### src/logic/cpu_scan_regs.svh
`ifndef CPU_SCAN_REGS_SVH
`define CPU_SCAN_REGS_SVH

// Chain length and field offsets, counted from the end that shifts out first.
`define CHAIN_LEN          192
`define CHAIN_WBH_LSB      0
`define CHAIN_WBL_LSB      32
`define CHAIN_MSW_LSB      64
`define CHAIN_PC_LSB       96
`define CHAIN_OPC_LSB      128
`define CHAIN_CTL_LSB      160

// Control-state word field positions (bit 0 is the least significant).
`define CTL_BACKUP_LSB     0
`define CTL_STATUS_LSB     0
`define CTL_ENC_BIT        1
`define CTL_FORCE_BIT      10
`define CTL_PC_INVALID_FLAG_BIT      11
`define CTL_STATE_LSB      12
`define CTL_STATE_W        4
`define CTL_BACKUP_POS     16

// Reset word and backup amount values.
`define RST_WORD           32'h0000_0000
`define BACKUP_NONE        4'h0
`define BACKUP_MAX         4'h5
`define BACKUP_STEP        32'h0000_0004

`endif

### src/logic/cpu_scan_pkg.sv
package cpu_scan_pkg;

    // Core state seen at debug entry or handed back for a step or exit.
    typedef struct packed {
        logic [31:0] ctl;
        logic [31:0] opcode;
        logic [31:0] pc;
        logic [31:0] msw;
        logic [31:0] wb_low;
        logic [31:0] wb_high;
    } core_state_type;

    // Test access port controller states.
    typedef enum logic [3:0] {
        TAP_RESET   = 4'h0,
        TAP_IDLE    = 4'h1,
        TAP_SEL_DR  = 4'h2,
        TAP_CAP_DR  = 4'h3,
        TAP_SH_DR   = 4'h4,
        TAP_EX1_DR  = 4'h5,
        TAP_PAU_DR  = 4'h6,
        TAP_EX2_DR  = 4'h7,
        TAP_UPD_DR  = 4'h8,
        TAP_SEL_IR  = 4'h9,
        TAP_CAP_IR  = 4'ha,
        TAP_SH_IR   = 4'hb,
        TAP_EX1_IR  = 4'hc,
        TAP_PAU_IR  = 4'hd,
        TAP_EX2_IR  = 4'he,
        TAP_UPD_IR  = 4'hf
    } tap_state_type;

endpackage : cpu_scan_pkg

### src/logic/cpu_debug_scan_chain.sv
// How it works
// RULE1 - On debug entry the next opcode is captured into the opcode slot.
// RULE2 - Tool saves the captured opcode if it means to resume.
// RULE3 - A scanned opcode is handed to the core for a single step.
// RULE4 - Control-state word is captured at debug entry, before any change.
// RULE5 - Tool restores or clears internal state bits before stepping or exit.
// RULE6 - Backup amount code 0 none, 1 to 5 subtract 4 to 20.
// RULE7 - Tool subtracts the backup amount from the PC before resuming.
// RULE8 - Tool loads a no-op when the backup amount is nonzero.
// RULE9 - Preferred no-ops: fixed 0x60000000, variable 0x1800D000.
// RULE10 - Invalid flag marks corrupt PC and opcode and overrides backup.
// RULE11 - Tool writes valid PC and opcode when the invalid flag was set.
// RULE12 - Force flag makes low write-back the first source operand.
// RULE13 - Encoding flag tells fixed or variable length opcode.
// RULE14 - PC captured at entry; tool restores it before exit.
// RULE15 - No-op plus PC before target redirects fetch to target.
// RULE16 - Stepped result lands in write-back buffer; scanned operands used.
// RULE17 - High write-back half only for 64-bit vector work.
// RULE18 - Tool saves and restores the machine state word.
// RULE19 - Arbitrary start: PC is target minus 4 with a no-op.
// RULE20 - Step command has launch set and leave-debug clear.
// RULE21 - Scanned values reach the core only at update, never mid-shift.
`timescale 1ns/1ps
`include "cpu_scan_regs.svh"

module cpu_debug_scan_chain #(
    parameter int CHAIN_LEN = `CHAIN_LEN
) (
    // Clock and reset.
    input  wire logic                         CORE_CLK,
    input  wire logic                         ARST_N,
    // Test port pins; the inputs come from outside the clock domain.
    input  wire logic                         TCK,
    input  wire logic                         TMS,
    input  wire logic                         TDI,
    output logic                              TDO,
    output logic                              TDO_OE,
    // Chain selected by the debug command word.
    input  wire logic                         CHAIN_SEL,
    // Core side.
    input  wire logic                         DEBUG_ENTRY,
    input  wire cpu_scan_pkg::core_state_type ENTRY_STATE,
    input  wire logic                         STEP_DONE,
    input  wire logic [31:0]                  STEP_RESULT_LOW,
    input  wire logic [31:0]                  STEP_RESULT_HIGH,
    input  wire logic                         STEP_IS_VECTOR,
    output cpu_scan_pkg::core_state_type      APPLY_STATE,
    output logic                              APPLY_STROBE,
    output logic                              FORCE_OPERAND,
    output logic [31:0]                       FORCE_OPERAND_VALUE,
    output logic [31:0]                       RESUME_PC_HINT
);

    // The field layout is fixed, so only the documented length can work.
    if (CHAIN_LEN != `CHAIN_LEN) begin : g_bad_len
        $error("chain length must match the field layout");
    end

    // Pin synchronisers; stage one is read only by stage two.
    logic [2:0] tck_s1_ff, tck_s2_ff;
    logic       tck_d_ff;
    always_ff @(posedge CORE_CLK or negedge ARST_N) begin
        if (!ARST_N) begin
            tck_s1_ff <= 3'h0;
            tck_s2_ff <= 3'h0;
            tck_d_ff  <= 1'b0;
        end else begin
            tck_s1_ff <= {TCK, TMS, TDI};
            tck_s2_ff <= tck_s1_ff;
            tck_d_ff  <= tck_s2_ff[2];
        end
    end

    logic tck_rise, tck_fall, tms_s, tdi_s;
    assign tck_rise = tck_s2_ff[2] & ~tck_d_ff;
    assign tck_fall = ~tck_s2_ff[2] & tck_d_ff;
    assign tms_s    = tck_s2_ff[1];
    assign tdi_s    = tck_s2_ff[0];

    function automatic cpu_scan_pkg::tap_state_type tap_next(
        input cpu_scan_pkg::tap_state_type s, input logic m);
        case (s)
            cpu_scan_pkg::TAP_RESET:
                tap_next = m ? s : cpu_scan_pkg::TAP_IDLE;
            cpu_scan_pkg::TAP_IDLE:
                tap_next = m ? cpu_scan_pkg::TAP_SEL_DR : s;
            cpu_scan_pkg::TAP_SEL_DR: tap_next = m ? cpu_scan_pkg::TAP_SEL_IR
                                                   : cpu_scan_pkg::TAP_CAP_DR;
            cpu_scan_pkg::TAP_CAP_DR,
            cpu_scan_pkg::TAP_SH_DR:  tap_next = m ? cpu_scan_pkg::TAP_EX1_DR
                                                   : cpu_scan_pkg::TAP_SH_DR;
            cpu_scan_pkg::TAP_EX1_DR: tap_next = m ? cpu_scan_pkg::TAP_UPD_DR
                                                   : cpu_scan_pkg::TAP_PAU_DR;
            cpu_scan_pkg::TAP_PAU_DR:
                tap_next = m ? cpu_scan_pkg::TAP_EX2_DR : s;
            cpu_scan_pkg::TAP_EX2_DR: tap_next = m ? cpu_scan_pkg::TAP_UPD_DR
                                                   : cpu_scan_pkg::TAP_SH_DR;
            cpu_scan_pkg::TAP_SEL_IR: tap_next = m ? cpu_scan_pkg::TAP_RESET
                                                   : cpu_scan_pkg::TAP_CAP_IR;
            cpu_scan_pkg::TAP_CAP_IR,
            cpu_scan_pkg::TAP_SH_IR:  tap_next = m ? cpu_scan_pkg::TAP_EX1_IR
                                                   : cpu_scan_pkg::TAP_SH_IR;
            cpu_scan_pkg::TAP_EX1_IR: tap_next = m ? cpu_scan_pkg::TAP_UPD_IR
                                                   : cpu_scan_pkg::TAP_PAU_IR;
            cpu_scan_pkg::TAP_PAU_IR:
                tap_next = m ? cpu_scan_pkg::TAP_EX2_IR : s;
            cpu_scan_pkg::TAP_EX2_IR: tap_next = m ? cpu_scan_pkg::TAP_UPD_IR
                                                   : cpu_scan_pkg::TAP_SH_IR;
            cpu_scan_pkg::TAP_UPD_DR,
            cpu_scan_pkg::TAP_UPD_IR: tap_next = m ? cpu_scan_pkg::TAP_SEL_DR
                                                   : cpu_scan_pkg::TAP_IDLE;
            default:                  tap_next = cpu_scan_pkg::TAP_RESET;
        endcase
    endfunction : tap_next

    cpu_scan_pkg::tap_state_type tap_ff;
    always_ff @(posedge CORE_CLK or negedge ARST_N) begin
        if (!ARST_N) begin
            tap_ff <= cpu_scan_pkg::TAP_RESET;
        end else if (tck_rise) begin
            tap_ff <= tap_next(tap_ff, tms_s);
        end
    end

    // The documented state: six words held for the core.
    cpu_scan_pkg::core_state_type state_ff;
    logic [CHAIN_LEN-1:0]         shift_ff;
    logic                         entry_d_ff;
    logic                         in_debug_ff;
    logic                         apply_ff;

    logic sel_cap, sel_shift, sel_upd, entry_pulse;
    assign sel_cap   = CHAIN_SEL & tck_rise
                     & (tap_ff == cpu_scan_pkg::TAP_CAP_DR);
    assign sel_shift = CHAIN_SEL & tck_rise
                     & (tap_ff == cpu_scan_pkg::TAP_SH_DR);
    assign sel_upd   = CHAIN_SEL & tck_rise
                     & (tap_ff == cpu_scan_pkg::TAP_UPD_DR);
    assign entry_pulse = DEBUG_ENTRY & ~entry_d_ff;

    always_ff @(posedge CORE_CLK or negedge ARST_N) begin
        if (!ARST_N) begin
            entry_d_ff  <= 1'b0;
            in_debug_ff <= 1'b0;
        end else begin
            entry_d_ff  <= DEBUG_ENTRY;
            in_debug_ff <= DEBUG_ENTRY;
        end
    end

    cpu_scan_pkg::core_state_type entry_fix;
    always_comb begin
        entry_fix = ENTRY_STATE; // see RULE13
        // Invalid flag wins: backup amount is meaningless and reads zero.
        if (ENTRY_STATE.ctl[`CTL_PC_INVALID_FLAG_BIT]) begin // see RULE10
            entry_fix.ctl[`CTL_BACKUP_POS +: 4] = `BACKUP_NONE;
        end else if (ENTRY_STATE.ctl[`CTL_BACKUP_POS +: 4] > `BACKUP_MAX) begin
            entry_fix.ctl[`CTL_BACKUP_POS +: 4] = `BACKUP_NONE; // see RULE6
        end
    end

    always_ff @(posedge CORE_CLK or negedge ARST_N) begin
        if (!ARST_N) begin
            state_ff <= '0;
        end else if (entry_pulse) begin
            // Opcode, control, PC and machine state caught before any step.
            state_ff <= entry_fix; // see RULE1 see RULE4 see RULE14
        end else if (STEP_DONE) begin
            state_ff.wb_low <= STEP_RESULT_LOW; // see RULE16
            if (STEP_IS_VECTOR) begin
                state_ff.wb_high <= STEP_RESULT_HIGH; // see RULE17
            end
        end else if (sel_upd) begin
            state_ff <= shift_ff; // see RULE21
        end
    end

    // Shift register: loaded at capture, shifted LSB first, applied at update.
    always_ff @(posedge CORE_CLK or negedge ARST_N) begin
        if (!ARST_N) begin
            shift_ff <= '0;
        end else if (sel_cap) begin
            shift_ff <= state_ff;
        end else if (sel_shift) begin
            shift_ff <= {tdi_s, shift_ff[CHAIN_LEN-1:1]};
        end
    end

    // Apply pulse tells the core that a complete chain is ready to use.
    always_ff @(posedge CORE_CLK or negedge ARST_N) begin
        if (!ARST_N) begin
            apply_ff <= 1'b0;
        end else begin
            apply_ff <= sel_upd & in_debug_ff; // see RULE21 see RULE3
        end
    end

    // Data out changes on the falling test clock while shifting.
    always_ff @(posedge CORE_CLK or negedge ARST_N) begin
        if (!ARST_N) begin
            TDO    <= 1'b0;
            TDO_OE <= 1'b0;
        end else if (tck_fall) begin
            TDO    <= shift_ff[0];
            TDO_OE <= CHAIN_SEL & (tap_ff == cpu_scan_pkg::TAP_SH_DR);
        end
    end

    logic [3:0]  backup;
    logic [31:0] backup_bytes;
    assign backup       = state_ff.ctl[`CTL_BACKUP_POS +: 4];
    assign backup_bytes = 32'(backup) * `BACKUP_STEP; // see RULE6

    always_ff @(posedge CORE_CLK or negedge ARST_N) begin
        if (!ARST_N) begin
            RESUME_PC_HINT <= `RST_WORD;
        end else begin
            RESUME_PC_HINT <= state_ff.ctl[`CTL_PC_INVALID_FLAG_BIT]
                ? state_ff.pc : state_ff.pc - backup_bytes; // see RULE10
        end
    end

    assign APPLY_STATE         = state_ff; // see RULE3 see RULE15
    assign APPLY_STROBE        = apply_ff;
    assign FORCE_OPERAND       = state_ff.ctl[`CTL_FORCE_BIT]; // see RULE12
    assign FORCE_OPERAND_VALUE = state_ff.wb_low; // see RULE12 see RULE17

endmodule : cpu_debug_scan_chain

### config.mk
export PLATFORM = sky130hd
export DESIGN_NAME = cpu_debug_scan_chain
export DESIGN_NICKNAME = d
export VERILOG_FILES = /design/src/logic/cpu_scan_pkg.sv /design/src/logic/cpu_debug_scan_chain.sv
export VERILOG_INCLUDE_DIRS = /design/src /design/src/logic
export SDC_FILE = /design/constraint.sdc
export NUM_CORES = 1
export LEC_CHECK = 0
export BUFFER_PORTS_ARGS = -buffer_cell sky130_fd_sc_hd__buf_2
export CORE_ASPECT_RATIO = 0.7
export CORE_MARGIN = 3
export CORE_UTILIZATION = 57
export DETAILED_ROUTE_END_ITERATION = 10
export HOLD_SLACK_MARGIN = 0.12
export PLACE_DENSITY = 0.85
export SYNTH_ARGS = -nofsm -noshare
export SYNTH_HDL_FRONTEND = slang
export SYNTH_SLANG_ARGS = --single-unit
### constraint.sdc
create_clock -name CORE_CLK -period 6.3 [get_ports CORE_CLK]
set_clock_uncertainty 0.1 [all_clocks]
set_input_delay 0.945 -clock CORE_CLK [delete_from_list [all_inputs] [get_ports CORE_CLK]]
set_output_delay 0.945 -clock CORE_CLK [all_outputs]
set_load 0.01 [all_outputs]
Word level (Yosys, flattened, before mapping)
Index checks and enable logic that the tools add are counted.
- $add $sub $neg: 1
- multiply operators: 0
- divide/modulo/power cells: 0
- order comparisons: 1
- eq/ne operators: 21
- shift operators: 0
- mux-type cells: 24
- bitwise operators: 12
- reduce and logical (&&, ||, !) cells: 10
- operator list (operator ; count):
    $mux 192 ; 4
    $mux 128 ; 1
    $mux 32 ; 2
    $mux 64 ; 1
    $pmux 4 s13 ; 1
    $mux 4 ; 10
    $eq 4x4->1 const B ; 8
    $sub 32x6->32 ; 1
    $eq 4x3->1 const B ; 4
    $and 1x1->1 ; 9
    $eq 4x2->1 const B ; 2
    $ne 2x2->1 const B ; 4
    $mux 3 ; 2
    $reduce_or 2->1 ; 3
    $reduce_and 5->1 ; 1
    $eq 4x1->1 const B ; 1
    $gt 4x3->1 const B ; 1
    $logic_not 4->1 ; 1
    $mux 2 ; 2
    $reduce_and 2->1 ; 2
    $reduce_bool 2->1 ; 2
    $ne 3x1->1 const B ; 1
    $not 1->1 ; 3
    $reduce_bool 3->1 ; 1
    2 further kinds ; 2
- register bits after elaboration: 431
- latch bits: 0
- RAM bits: 0
- memory bits (read-only): 0
- output and inout bits: 260
- memories kept: 0

Depth between registers and ports, before layout
Gate-level depths: netlist of the first run.
- word-level depth: 7
- depth in mapped cells: 8
- depth with buffers taken out: 7

Least setup slack after synthesis of the first run
OpenSTA, ideal clock, no wires.
- path type: input to register
- start: in STEP_DONE
- end: reg state_ff (netlist bit APPLY_STATE[2])
- setup time: 0.134 ns
- arrival time: 2.202 ns
- required time: 6.066 ns
- path slack: 3.864 ns
- cell stages on the path: 7
- path buffers: 3
- cell sequence: clkbuf_1 -> clkbuf_1 -> buf_2 -> mux2i_1 -> nor2_1 -> a21oi_1 -> o21ai_0
- cells in the longest elaborated chain, start to end: 2
- elaborated cells between the ends (all ways): 5
- RTL lines (element ; line ; RTL):
    start, declared ; cpu_debug_scan_chain.sv:43 ; input wire logic STEP_DONE,
    $ne 3x1->1 (no source line), or another cell as far along ; -- ;
    $reduce_and 2->1 (no source line) or $mux 192 (tied branches) ; -- ;
    end signal, assigned ; cpu_debug_scan_chain.sv:167 ; state_ff <= entry_fix;
    end signal, assigned ; cpu_debug_scan_chain.sv:174 ; state_ff <= shift_ff;
    end, declared ; cpu_debug_scan_chain.sv:126 ; cpu_scan_pkg::core_state_type state_ff;
Several ways; a longest one is shown, not always the timed one.
A chain may end at the register's enable or synchronous reset.

Final worst setup path of the first run
- start: in DEBUG_ENTRY
- end: reg state_ff (netlist bit APPLY_STATE[14])
- cells in the longest elaborated chain, start to end: 3
- elaborated cells between the ends (all ways): 5
- RTL lines (element ; line ; RTL):
    start, declared ; cpu_debug_scan_chain.sv:41 ; input wire logic DEBUG_ENTRY,
    $and 1x1->1 * ; cpu_debug_scan_chain.sv:139 ; assign entry_pulse = DEBUG_ENTRY & ~entry_d_ff;
    $ne 3x1->1 (no source line) or $reduce_bool 3->1 (tied branches) ; -- ;
    $reduce_and 2->1 (no source line) ; -- ;
Mark *: on every way between the ends. The rest lies on a longest branch, timed or not.

==> results.py, run 1 <==
metrics = {
    "clock_tree": {
        "ctsRootBufferMaster": "clkbuf_16",
        "clockBufferDepth": 3,
        "clock-sinks": 431,
        "post_cts_resized": 0,
        "clkTransAtPathRegs_ns": 0.07,
        "htreeDepth": 2,
        "clk_latency_ns": 0.54,
        "postCtsHoldBufs": 0,
        "postCtsSetupBuffers": 0,
        "cts_buffers": 41,
        "cts_tree": "yes",
    },
    "synth": {
        "synthArstFlopShare_pct": 100.0,
        "synth_area_per_cell_sq_um": 9.830,
        "synth.area.mux_share_pct": 3.296,
        "yosysWarningCount": 0,
        "syn_inst": 2012,
        "synth-xor-area-share_pct": 1.151,
        "synth-edff-count": 0,
        "ys_ff_latch": 431,
        "ys_seq_area_share_pct": 54.53,
        "syn-num-nets": 2282,
        "yosys.area_share.adder_pct": 0.3543,
        "ys.flop_type": "dfrtp_1",
        "synth-compound-area-share_pct": 21.96,
        "synth_top_family_by_area": "compound AO/OA/AOI/OAI gates",
        "synthSimpleGateAreaFrac_pct": 13.50,
        "syn_area_sq_um": 19780,
        "synth.distinct_cells": 55,
    },
    "worst_setup_path": {
        "cp.buffers_inverters": 3,
        "timing.critical_path.to_type": "flip-flop",
        "worstSetupPathType": "in -> reg",
        "crit_fanout": 94,
        "crit_arrival_ns": 3.21,
        "cpMaxStageDelayCell": "buf_4",
        "critical-path-max-stage-delay_ns": 0.82,
        "cp_common_cell": "buf_4",
        "path_delay_family": "buffers and inverters",
        "crit_chain": "buf_2 -> nor2b_4 -> buf_4 -> buf_4 -> nor2_1 -> a21oi_1 -> o21ai_0",
        "cp.required_ns": 6.58,
        "cp.depth": 7,
        "reg2reg_depth": 5,
        "startpoint_type": "input port",
    },
    "detailed_routing": {
        "drtIter0Drc": 2296,
        "drt_wl_total_mm": 61.34,
        "drc": 0,
        "vias": 17930,
        "vias_per_cell": 6.197,
        "ant_nets": 0,
        "wire_per_inst_um": 21.20,
        "dr.pass1.iters": 8,
    },
    "layout": {
        "layout_common_cells": "522 x buf_2, 431 x dfrtp_1, 292 x nor2_1",
        "area_growth_syn_to_layout_pct": 19.73,
        "final_common_cell": "buf_2",
        "final_nets": 2660,
        "drive_gt1_share_pct": 29.81,
        "n_fill_cell": 2491,
    },
    "floorplan": {
        "die_w_um": 228.6,
        "start_util_pct": 58.44,
        "die_area_sq_um": 37000,
        "coreArea_sq_um": 33840,
        "die_y_um": 161.8,
        "rows": 56,
        "io_pins": 525,
    },
    "global_routing": {
        "grt_start_max_net_pins": 162,
        "grt_pass1_vias": 17080,
        "grt_pass1_wl_mm": 96.12,
        "track_usage_pct": 31.85,
        "antenna_found_initial": 8,
        "grt_overflow_total": 0,
    },
    "timing": {
        "hold_viol_final": 0,
        "fin_ws_ns": 3.372,
        "post-route-min-period_ns": 2.928,
        "final.setup.tns_ns": 0,
        "slew_headroom_pct": 26.65,
        "setup_viol": 0,
        "fin_crit_sh_pct": 46.47,
        "tightest_slew_ns": 1.100,
        "fmax_mhz": 341.6,
        "rsz0062_at_grt": "false",
        "slew_violations": 0,
    },
    "placement": {
        "port_buffers": 524,
        "dp_hpwl_mm": 40.01,
        "routabilityCongestion": 0.9164,
        "dpl_worst_slack_ns": 2.919,
    },
    "outcome": {
        "status": "finished, final reports clean",
    },
    "power": {
        "max-vdd-ir-drop_v": 0.0003120,
        "power.density_nw_per_um2": 432.3,
        "power.leakage_uw": 0.01056,
    },
    "min_path": {
        "hold_depth": 0,
        "worstHoldPathType": "reg -> reg",
    },
    "job": {
        "max_cap_violations": 0,
    },
}
worst reg2reg max path, delay by kind of cell (launching register included):
family          cells  cell delay, ns
compound gates      2            0.56
buf+inv             1            0.62
flops               1            0.62
simple gates        2            0.93
cell type report:
| class | count | area (sq um) | share of cell area (%) |
|---|---|---|---|
| clock inverter | 15 | 167.7 | 0.7080 |
| clock buffer | 60 | 1220 | 5.152 |
| multi-input combinational | 1361 | 8039 | 33.95 |
| timing repair buffer | 545 | 2830 | 11.95 |
| inverter | 10 | 37.54 | 0.1585 |
| antenna | 8 | 20.02 | 0.08454 |
| tap | 464 | 580.6 | 2.452 |
| sequential | 431 | 10790 | 45.55 |
registers in the layout, indices dropped and copies added (netlist names), 3 cells and up:
register,count
shift_ff,192
APPLY_STATE,160
FORCE_OPERAND_VALUE,32
RESUME_PC_HINT,32
tap_ff,4
tck_s1_ff,3
tck_s2_ff,3
per-layer routing:
metal  wire, um  vias to the layer above  track usage [%]
met5          0                        -                0
met4       1963                        0            10.03
met3       5745                      166            5.996
met2      28890                     1079            50.56
met1      24750                     8738            45.08
li1           -                     7951                -
power by group:
group          switching, uW  internal, uW  leakage (uW)
Sequential               916          3710       0.00499
Combinational           1710          1340       0.00489
Clock                   1090          1480      0.000685
Total                   3710          6530        0.0106
synthesized netlist by cell type (2+ instances only):
master    count  area share [%]
o21ai_0      74             1.9
buf_4        42             1.6
inv_1        10            0.19
nor4b_1       3            0.13
nand2_1     128             2.4
dfrtp_1     431              55
nand4_1       2           0.063
o31ai_1       3            0.11
nor2b_1       5            0.16
nor4_1       10            0.32
or4_1         3            0.11
o22ai_1     194             6.1
ha_1          4            0.25
xnor2_1      10            0.44
xor2_1       16            0.71
nand3b_1      6            0.23
buf_2        31            0.78
nand3_1       7            0.18
nor2_1      293             5.6
clkbuf_1    116             2.2
o221a_2      99             5.6
a31oi_1      25            0.79
nand2b_1     94             3.0
a21oi_1     265             6.7
o21a_1        2           0.076
nor3_1       14            0.35
a32oi_1       3            0.13
or4b_1        2            0.10
a22oi_1       2           0.076
or3_1         2           0.063
buf_1        20            0.38
mux2i_1      64             3.2
or2b_1       10            0.38
logic make-up (layout without fill, tap and decap cells):
| family | after synthesis | in the layout |
|---|---|---|
| and+or+nand+nor | 588 | 588 |
| muxes | 65 | 65 |
| buffers and inverters | 220 | 630 |
| xor gates and xnor gates | 26 | 26 |
| DFF | 431 | 431 |
| AOI/OAI and AO/OA | 677 | 677 |
| adders and majority gates | 5 | 5 |
| other | 0 | 8 |
through the flow:
step	total power [uW]	hold slack (ns)	instances	instance area [sq um]	utilization [%]
2_1_floorplan	6516	0.2312	2012	19780	-
3_3_place_gp	7458	0.2329	2811	22270	65.81
3_5_place_dp	7642	0.2363	2811	22270	65.81
4_1_cts	10220	0.2421	2886	23660	69.91
5_1_grt	10810	0.2373	2893	23680	69.96
6_report	10240	0.2327	2894	23680	69.97
worst paths after layout:
check | from | endpoint | slack [ns]
setup / recovery | DEBUG_ENTRY | APPLY_STATE[14] | 3.37
min in group asynchronous | ARST_N | shift_ff[13] | 0.36
setup reg to reg | tap_ff[0] | shift_ff[129] | 3.38
hold / removal | tck_s1_ff[0] | tck_s2_ff[0] | 0.23
max in group asynchronous | ARST_N | tck_s1_ff[1] | 4.29
hold reg to reg | tck_s1_ff[0] | tck_s2_ff[0] | 0.23
No activity file was read; power rests on OpenSTA's default activity.
==> run 2, diff against run 1 <==
--- a/config.mk
+++ b/config.mk
@@ -9,10 +9,10 @@
 export BUFFER_PORTS_ARGS = -buffer_cell sky130_fd_sc_hd__buf_2
 export CORE_ASPECT_RATIO = 0.7
 export CORE_MARGIN = 3
-export CORE_UTILIZATION = 57
+export CORE_UTILIZATION = 53
 export DETAILED_ROUTE_END_ITERATION = 10
 export HOLD_SLACK_MARGIN = 0.12
-export PLACE_DENSITY = 0.85
+export PLACE_DENSITY = 0.8
 export SYNTH_ARGS = -nofsm -noshare
 export SYNTH_HDL_FRONTEND = slang
 export SYNTH_SLANG_ARGS = --single-unit
==> constraint.sdc (replaced) <==
create_clock -name CORE_CLK -period 2.72 [get_ports CORE_CLK]
set_clock_uncertainty 0.1 [all_clocks]
set_input_delay 0.408 -clock CORE_CLK [delete_from_list [all_inputs] [get_ports CORE_CLK]]
set_output_delay 0.408 -clock CORE_CLK [all_outputs]
set_load 0.01 [all_outputs]
==> results.py, run 2 (synthesized netlist as in run 1, its figures left out) <==
metrics = {
    "worst_setup_path": {
        "worstSetupPathType": "reg -> reg",
        "timing.rr.end": "APPLY_STATE[20]",
        "reg2reg_from": "tap_ff[2]",
        "crit_fanout": 64,
        "reg2reg_depth": 4,
        "startpoint_type": "flip-flop",
        "crit_arrival_ns": 2.83,
        "rrSetupSlack_ns": 0.15,
        "timing.critical_path.to_type": "flip-flop",
        "cp.required_ns": 2.98,
    },
    "global_routing": {
        "grt_overflow_total": 0,
        "grt_pass1_wl_mm": 105.3,
        "track_usage_pct": 32.60,
        "grt_start_max_net_pins": 153,
        "antenna_found_initial": 3,
        "grt_pass1_vias": 19050,
    },
    "detailed_routing": {
        "drtIter0Drc": 2357,
        "vias_per_cell": 6.171,
        "ant_nets": 0,
        "wire_per_inst_um": 21.41,
        "drc": 0,
        "drt_wl_total_mm": 66.76,
        "dr.pass1.iters": 6,
        "vias": 19240,
    },
    "timing": {
        "setup_viol": 0,
        "final.setup.tns_ns": 0,
        "rsz0062_at_grt": "false",
        "slew_violations": 0,
        "hold_viol_final": 0,
        "fin_crit_sh_pct": 94.43,
        "post-route-min-period_ns": 2.569,
        "fmax_mhz": 389.3,
        "slew_headroom_pct": 28.67,
        "tightest_slew_ns": 1.070,
    },
    "min_path": {
        "hold_depth": 3,
        "min_from": "ENTRY_STATE[176]",
        "min_to": "APPLY_STATE[176]",
        "worstHoldPathType": "in -> reg",
    },
    "placement": {
        "dp_hpwl_mm": 40.75,
        "routabilityCongestion": 0.8921,
        "dp.cells": 2848,
        "port_buffers": 524,
        "dpl_cell_area_sq_um": 22650,
    },
    "floorplan": {
        "die_w_um": 236.9,
        "die_area_sq_um": 39710,
        "die_y_um": 167.6,
        "rows": 58,
        "io_pins": 525,
        "start_util_pct": 54.40,
        "coreArea_sq_um": 36360,
    },
    "clock_tree": {
        "clk_latency_ns": 0.54,
        "clkTransAtPathRegs_ns": 0.06,
        "cts_tree": "yes",
        "clock-sinks": 431,
        "clockBufferDepth": 3,
        "ctsRootBufferMaster": "clkbuf_16",
        "htreeDepth": 2,
        "cts_buffers": 41,
    },
    "power": {
        "power.leakage_uw": 0.01150,
        "max-vdd-ir-drop_v": 0.001047,
        "power.density_nw_per_um2": 927.9,
    },
    "layout": {
        "final_common_cell": "buf_2",
        "drive_gt1_share_pct": 27.98,
        "final_cells": 3118,
        "finish.instance_area_sq_um": 25930,
        "largest_reg_flops": 192,
        "layout_common_cells": "522 x buf_2, 431 x dfrtp_1, 292 x nor2_1",
        "final_nets": 2874,
        "top_register": "shift_ff",
        "area_growth_syn_to_layout_pct": 31.10,
    },
    "outcome": {
        "status": "finished, final reports clean",
    },
    "job": {
        "max_cap_violations": 0,
    },
}
-- run 2: cell types whose count changed in the layout (fill, tap and decap cells not counted), sizes merged --
| cell | delta |
|---|---|
| clkinv | -5 |
| diode | -4 |
| inv | -1 |
| dlygate4sd3 | +193 |
| buf | +21 |
| bufinv | -1 |
| clkbuf | +5 |
-- run 2: per-stage QoR --
stage                     setup slack [ns]  utilization (%)  hold slack [ns]  total power [uW]
after floorplan                     0.4594                -          0.01241             15090
after global placement              0.3701            62.30           0.2399             17450
after detailed placement            0.2786            62.30           0.2417             17820
after CTS                           0.2557            71.29           0.1259             23860
after global routing               0.03227            71.31           0.1521             25340
final                               0.1514            71.32           0.1470             24060
-- run 2: area by class of cell --
| class | count | area (sq um) |
|---|---|---|
| flip-flops and latches | 431 | 10790 |
| well taps | 480 | 600.6 |
| repair buffers | 759 | 5120 |
| fillers | 2495 | 10430 |
| diodes | 4 | 10.01 |
| inverters | 10 | 37.54 |
| multi-input cells | 1361 | 8040 |
| clock buffers | 65 | 1239 |
| clock inverters | 8 | 96.34 |
-- run 2: what timing repair did --
action	in CTS	in global routing
buffers inserted	0	0
endpoints found under the hold margin	245	0
resized for setup	0	0
hold buffers	193	0
-- run 2: worst max path at each step --
stage / startpoint / end / slack [ns] / cells past startpoint
finish: tap_ff[2] / APPLY_STATE[20] / 0.15 / 4
global route: CHAIN_SEL / APPLY_STATE[20] / 0.03 / 6
CTS: tap_ff[2] / APPLY_STATE[21] / 0.26 / 4
detailed placement: tap_ff[2] / APPLY_STATE[17] / 0.28 / 4
global placement: tap_ff[2] / APPLY_STATE[171] / 0.37 / 5
floorplan: APPLY_STATE[106] / RESUME_PC_HINT[16] / 0.46 / 5
-- run 2: power breakdown --
| part | internal, uW | switching, uW | total, uW |
|---|---|---|---|
| clock | 3320 | 2500 | 5810 |
| combinational | 3400 | 4130 | 7530 |
| sequential | 8590 | 2130 | 10700 |
| total | 15300 | 8760 | 24100 |
-- run 2: metal layers --
metal	vias to the layer above	global-route usage, %	wire [um]
met5	-	0	0
met4	0	14.60	3134
met3	254	5.878	5705
met2	1192	52.86	31750
met1	9398	43.19	26170
li1	8398	-	-
-- run 2: worst max-delay path, cell delays in order (launching register included) --
cell     delay, ns
dfrtp_1       0.51
or4b_4        0.65
o311a_2       0.73
nand2_1       0.24
o21ai_0       0.13
==> run 3, diff against run 2 <==
--- a/config.mk
+++ b/config.mk
@@ -7,12 +7,12 @@
 export NUM_CORES = 1
 export LEC_CHECK = 0
 export BUFFER_PORTS_ARGS = -buffer_cell sky130_fd_sc_hd__buf_2
-export CORE_ASPECT_RATIO = 0.7
-export CORE_MARGIN = 3
-export CORE_UTILIZATION = 53
+export CORE_AREA = 3 3 205 207
+export CTS_BUF_LIST = sky130_fd_sc_hd__clkbuf_2
 export DETAILED_ROUTE_END_ITERATION = 10
+export DIE_AREA = 0 0 208 210
 export HOLD_SLACK_MARGIN = 0.12
-export PLACE_DENSITY = 0.8
+export PLACE_DENSITY = 0.75
 export SYNTH_ARGS = -nofsm -noshare
 export SYNTH_HDL_FRONTEND = slang
 export SYNTH_SLANG_ARGS = --single-unit
==> constraint.sdc (replaced) <==
create_clock -name CORE_CLK -period 3.25 [get_ports CORE_CLK]
set_clock_uncertainty 0.1 [all_clocks]
set_input_delay 0.4875 -clock CORE_CLK [delete_from_list [all_inputs] [get_ports CORE_CLK]]
set_output_delay 0.4875 -clock CORE_CLK [all_outputs]
set_load 0.01 [all_outputs]
==> results.py, run 3 (synthesized netlist as in run 1, its figures left out) <==
metrics = {
    "outcome": {
        "status": "finished, final reports clean",
    },
    "timing": {
        "whs_ns": 0.2424,
        "final.setup.tns_ns": 0,
        "slew_violations": 0,
        "fin_crit_sh_pct": 97.33,
        "post-route-min-period_ns": 3.163,
        "setup_viol": 0,
        "tightest_slew_ns": 1.267,
        "fmax_mhz": 316.1,
        "slew_headroom_pct": 15.54,
        "hold_viol_final": 0,
        "rsz0062_at_grt": "false",
    },
    "floorplan": {
        "coreArea_sq_um": 40550,
        "die_area_sq_um": 43680,
        "die_w_um": 208,
        "die_y_um": 210,
        "rows": 74,
        "start_util_pct": 48.77,
        "io_pins": 525,
    },
    "clock_tree": {
        "cts_tree": "yes",
        "clock-sinks": 431,
        "htreeDepth": 3,
        "ctsRootBufferMaster": "clkbuf_2",
        "cts_buffers": 109,
        "clkTransAtPathRegs_ns": 0.13,
        "clockBufferDepth": 3,
        "clk_latency_ns": 1.11,
    },
    "layout": {
        "drive_gt1_share_pct": 26.38,
        "area_growth_syn_to_layout_pct": 49.54,
        "layout_common_cells": "596 x dlygate4sd3_1, 522 x buf_2, 431 x dfrtp_1",
        "largest_reg_flops": 192,
        "final_nets": 3333,
        "final_common_cell": "dlygate4sd3_1",
        "final_cells": 3682,
        "top_register": "shift_ff",
    },
    "power": {
        "p_comb_share_pct": 36.9,
        "power.leakage_uw": 0.01310,
        "p_clk_share_pct": 18.8,
        "p_int_uw": 12300,
        "p_seq_share_pct": 44.2,
        "max-vdd-ir-drop_v": 0.0009108,
        "power.density_nw_per_um2": 694.5,
        "netSwitchingFraction_pct": 40.11,
        "switching_power_uw": 8239,
    },
    "worst_setup_path": {
        "crit_arrival_ns": 3.97,
        "crit_fanout": 80,
        "startpoint_type": "flip-flop",
        "worstSetupPathType": "reg -> reg",
        "cp.required_ns": 4.06,
        "rrSetupSlack_ns": 0.09,
        "timing.critical_path.to_type": "flip-flop",
    },
    "detailed_routing": {
        "ant_nets": 0,
        "drt_wl_total_mm": 81.67,
        "vias_per_cell": 6.052,
        "drc": 0,
        "wire_per_inst_um": 22.18,
        "dr.pass1.iters": 6,
        "drtIter0Drc": 2588,
        "vias": 22280,
    },
    "placement": {
        "dp_hpwl_mm": 40.78,
        "dp.cells": 2887,
        "routabilityCongestion": 0.9137,
        "port_buffers": 524,
    },
    "job": {
        "max_cap_violations": 0,
    },
    "global_routing": {
        "grt_overflow_total": 0,
        "grt_pass1_wl_mm": 126.7,
        "antenna_found_initial": 17,
        "grt_pass1_vias": 22820,
        "track_usage_pct": 36.19,
        "grt_start_max_net_pins": 194,
    },
    "min_path": {
        "worstHoldPathType": "reg -> reg",
    },
}
## run 3: area by class of cell
cell class	instances	area (sq um)
fill	2548	10980
sequential	431	10790
timing repair buffer	1150	9025
multi-input combinational	1361	8056
clock buffer	152	760.7
tap	532	665.6
clock inverter	31	207.7
inverter	10	37.54
antenna	15	37.54
## run 3: worst max-delay path, stage by stage, from the launching register on
cell,delay (ns)
dfrtp_1,0.46
nor2b_4,0.45
buf_12,0.37
nor2_1,0.12
a21oi_1,0.19
dlygate4sd3_1,0.59
o21ai_0,0.10
dlygate4sd3_1,0.61
## run 3: path summary, 6_finish.rpt
path                               from                      end  cells after the start
min                        tck_s1_ff[0]             tck_s2_ff[0]                      0
max reg2reg                 in_debug_ff  FORCE_OPERAND_VALUE[23]                      7
min in group asynchronous        ARST_N         APPLY_STATE[151]                      4
min reg2reg                tck_s1_ff[0]             tck_s2_ff[0]                      0
max                         in_debug_ff  FORCE_OPERAND_VALUE[23]                      7
max in group asynchronous        ARST_N             shift_ff[67]                      4
## run 3: power by group through the flow
| stage | logic (uW) | registers (uW) | clock network [uW] |
|---|---|---|---|
| after detailed placement | 5890 | 8950 | 0 |
| after global placement | 5660 | 8860 | 0 |
| after floorplan | 4010 | 8620 | 0 |
| after global routing | 8170 | 9220 | 4220 |
| final | 7580 | 9090 | 3870 |
| after CTS | 7040 | 8860 | 3790 |
## run 3: stage by stage
step | instance area, sq um | setup WS (ns) | util (%) | total power [uW]
CTS | 29510 | 0.1740 | 72.76 | 19680
finish | 29580 | 0.08672 | 72.93 | 20540
detailed placement | 22560 | 0.7331 | 55.62 | 14840
floorplan | 19780 | 0.9894 | - | 12630
global route | 29570 | 0.02167 | 72.92 | 21620
global placement | 22560 | 0.8061 | 55.62 | 14530
## run 3: what timing repair did
item / 4_1_cts / 5_1_grt
endpoints found under the setup margin: 0 / 6
endpoints found under the hold margin: 821 / 1
hold buffers: 596 / 1
gates resized for setup: 0 / 3
buffers inserted: 0 / 0
## run 3: routing by layer
metal	part of all wire (%)	vias to the layer above	routed length, um	global-route usage [%]
met3	11	449	9261	10.52
met1	34	10600	27850	42.11
li1	-	9375	-	-
met4	7.0	6	5733	23.62
met2	47	1850	38780	58.93
met5	0.049	-	40	0
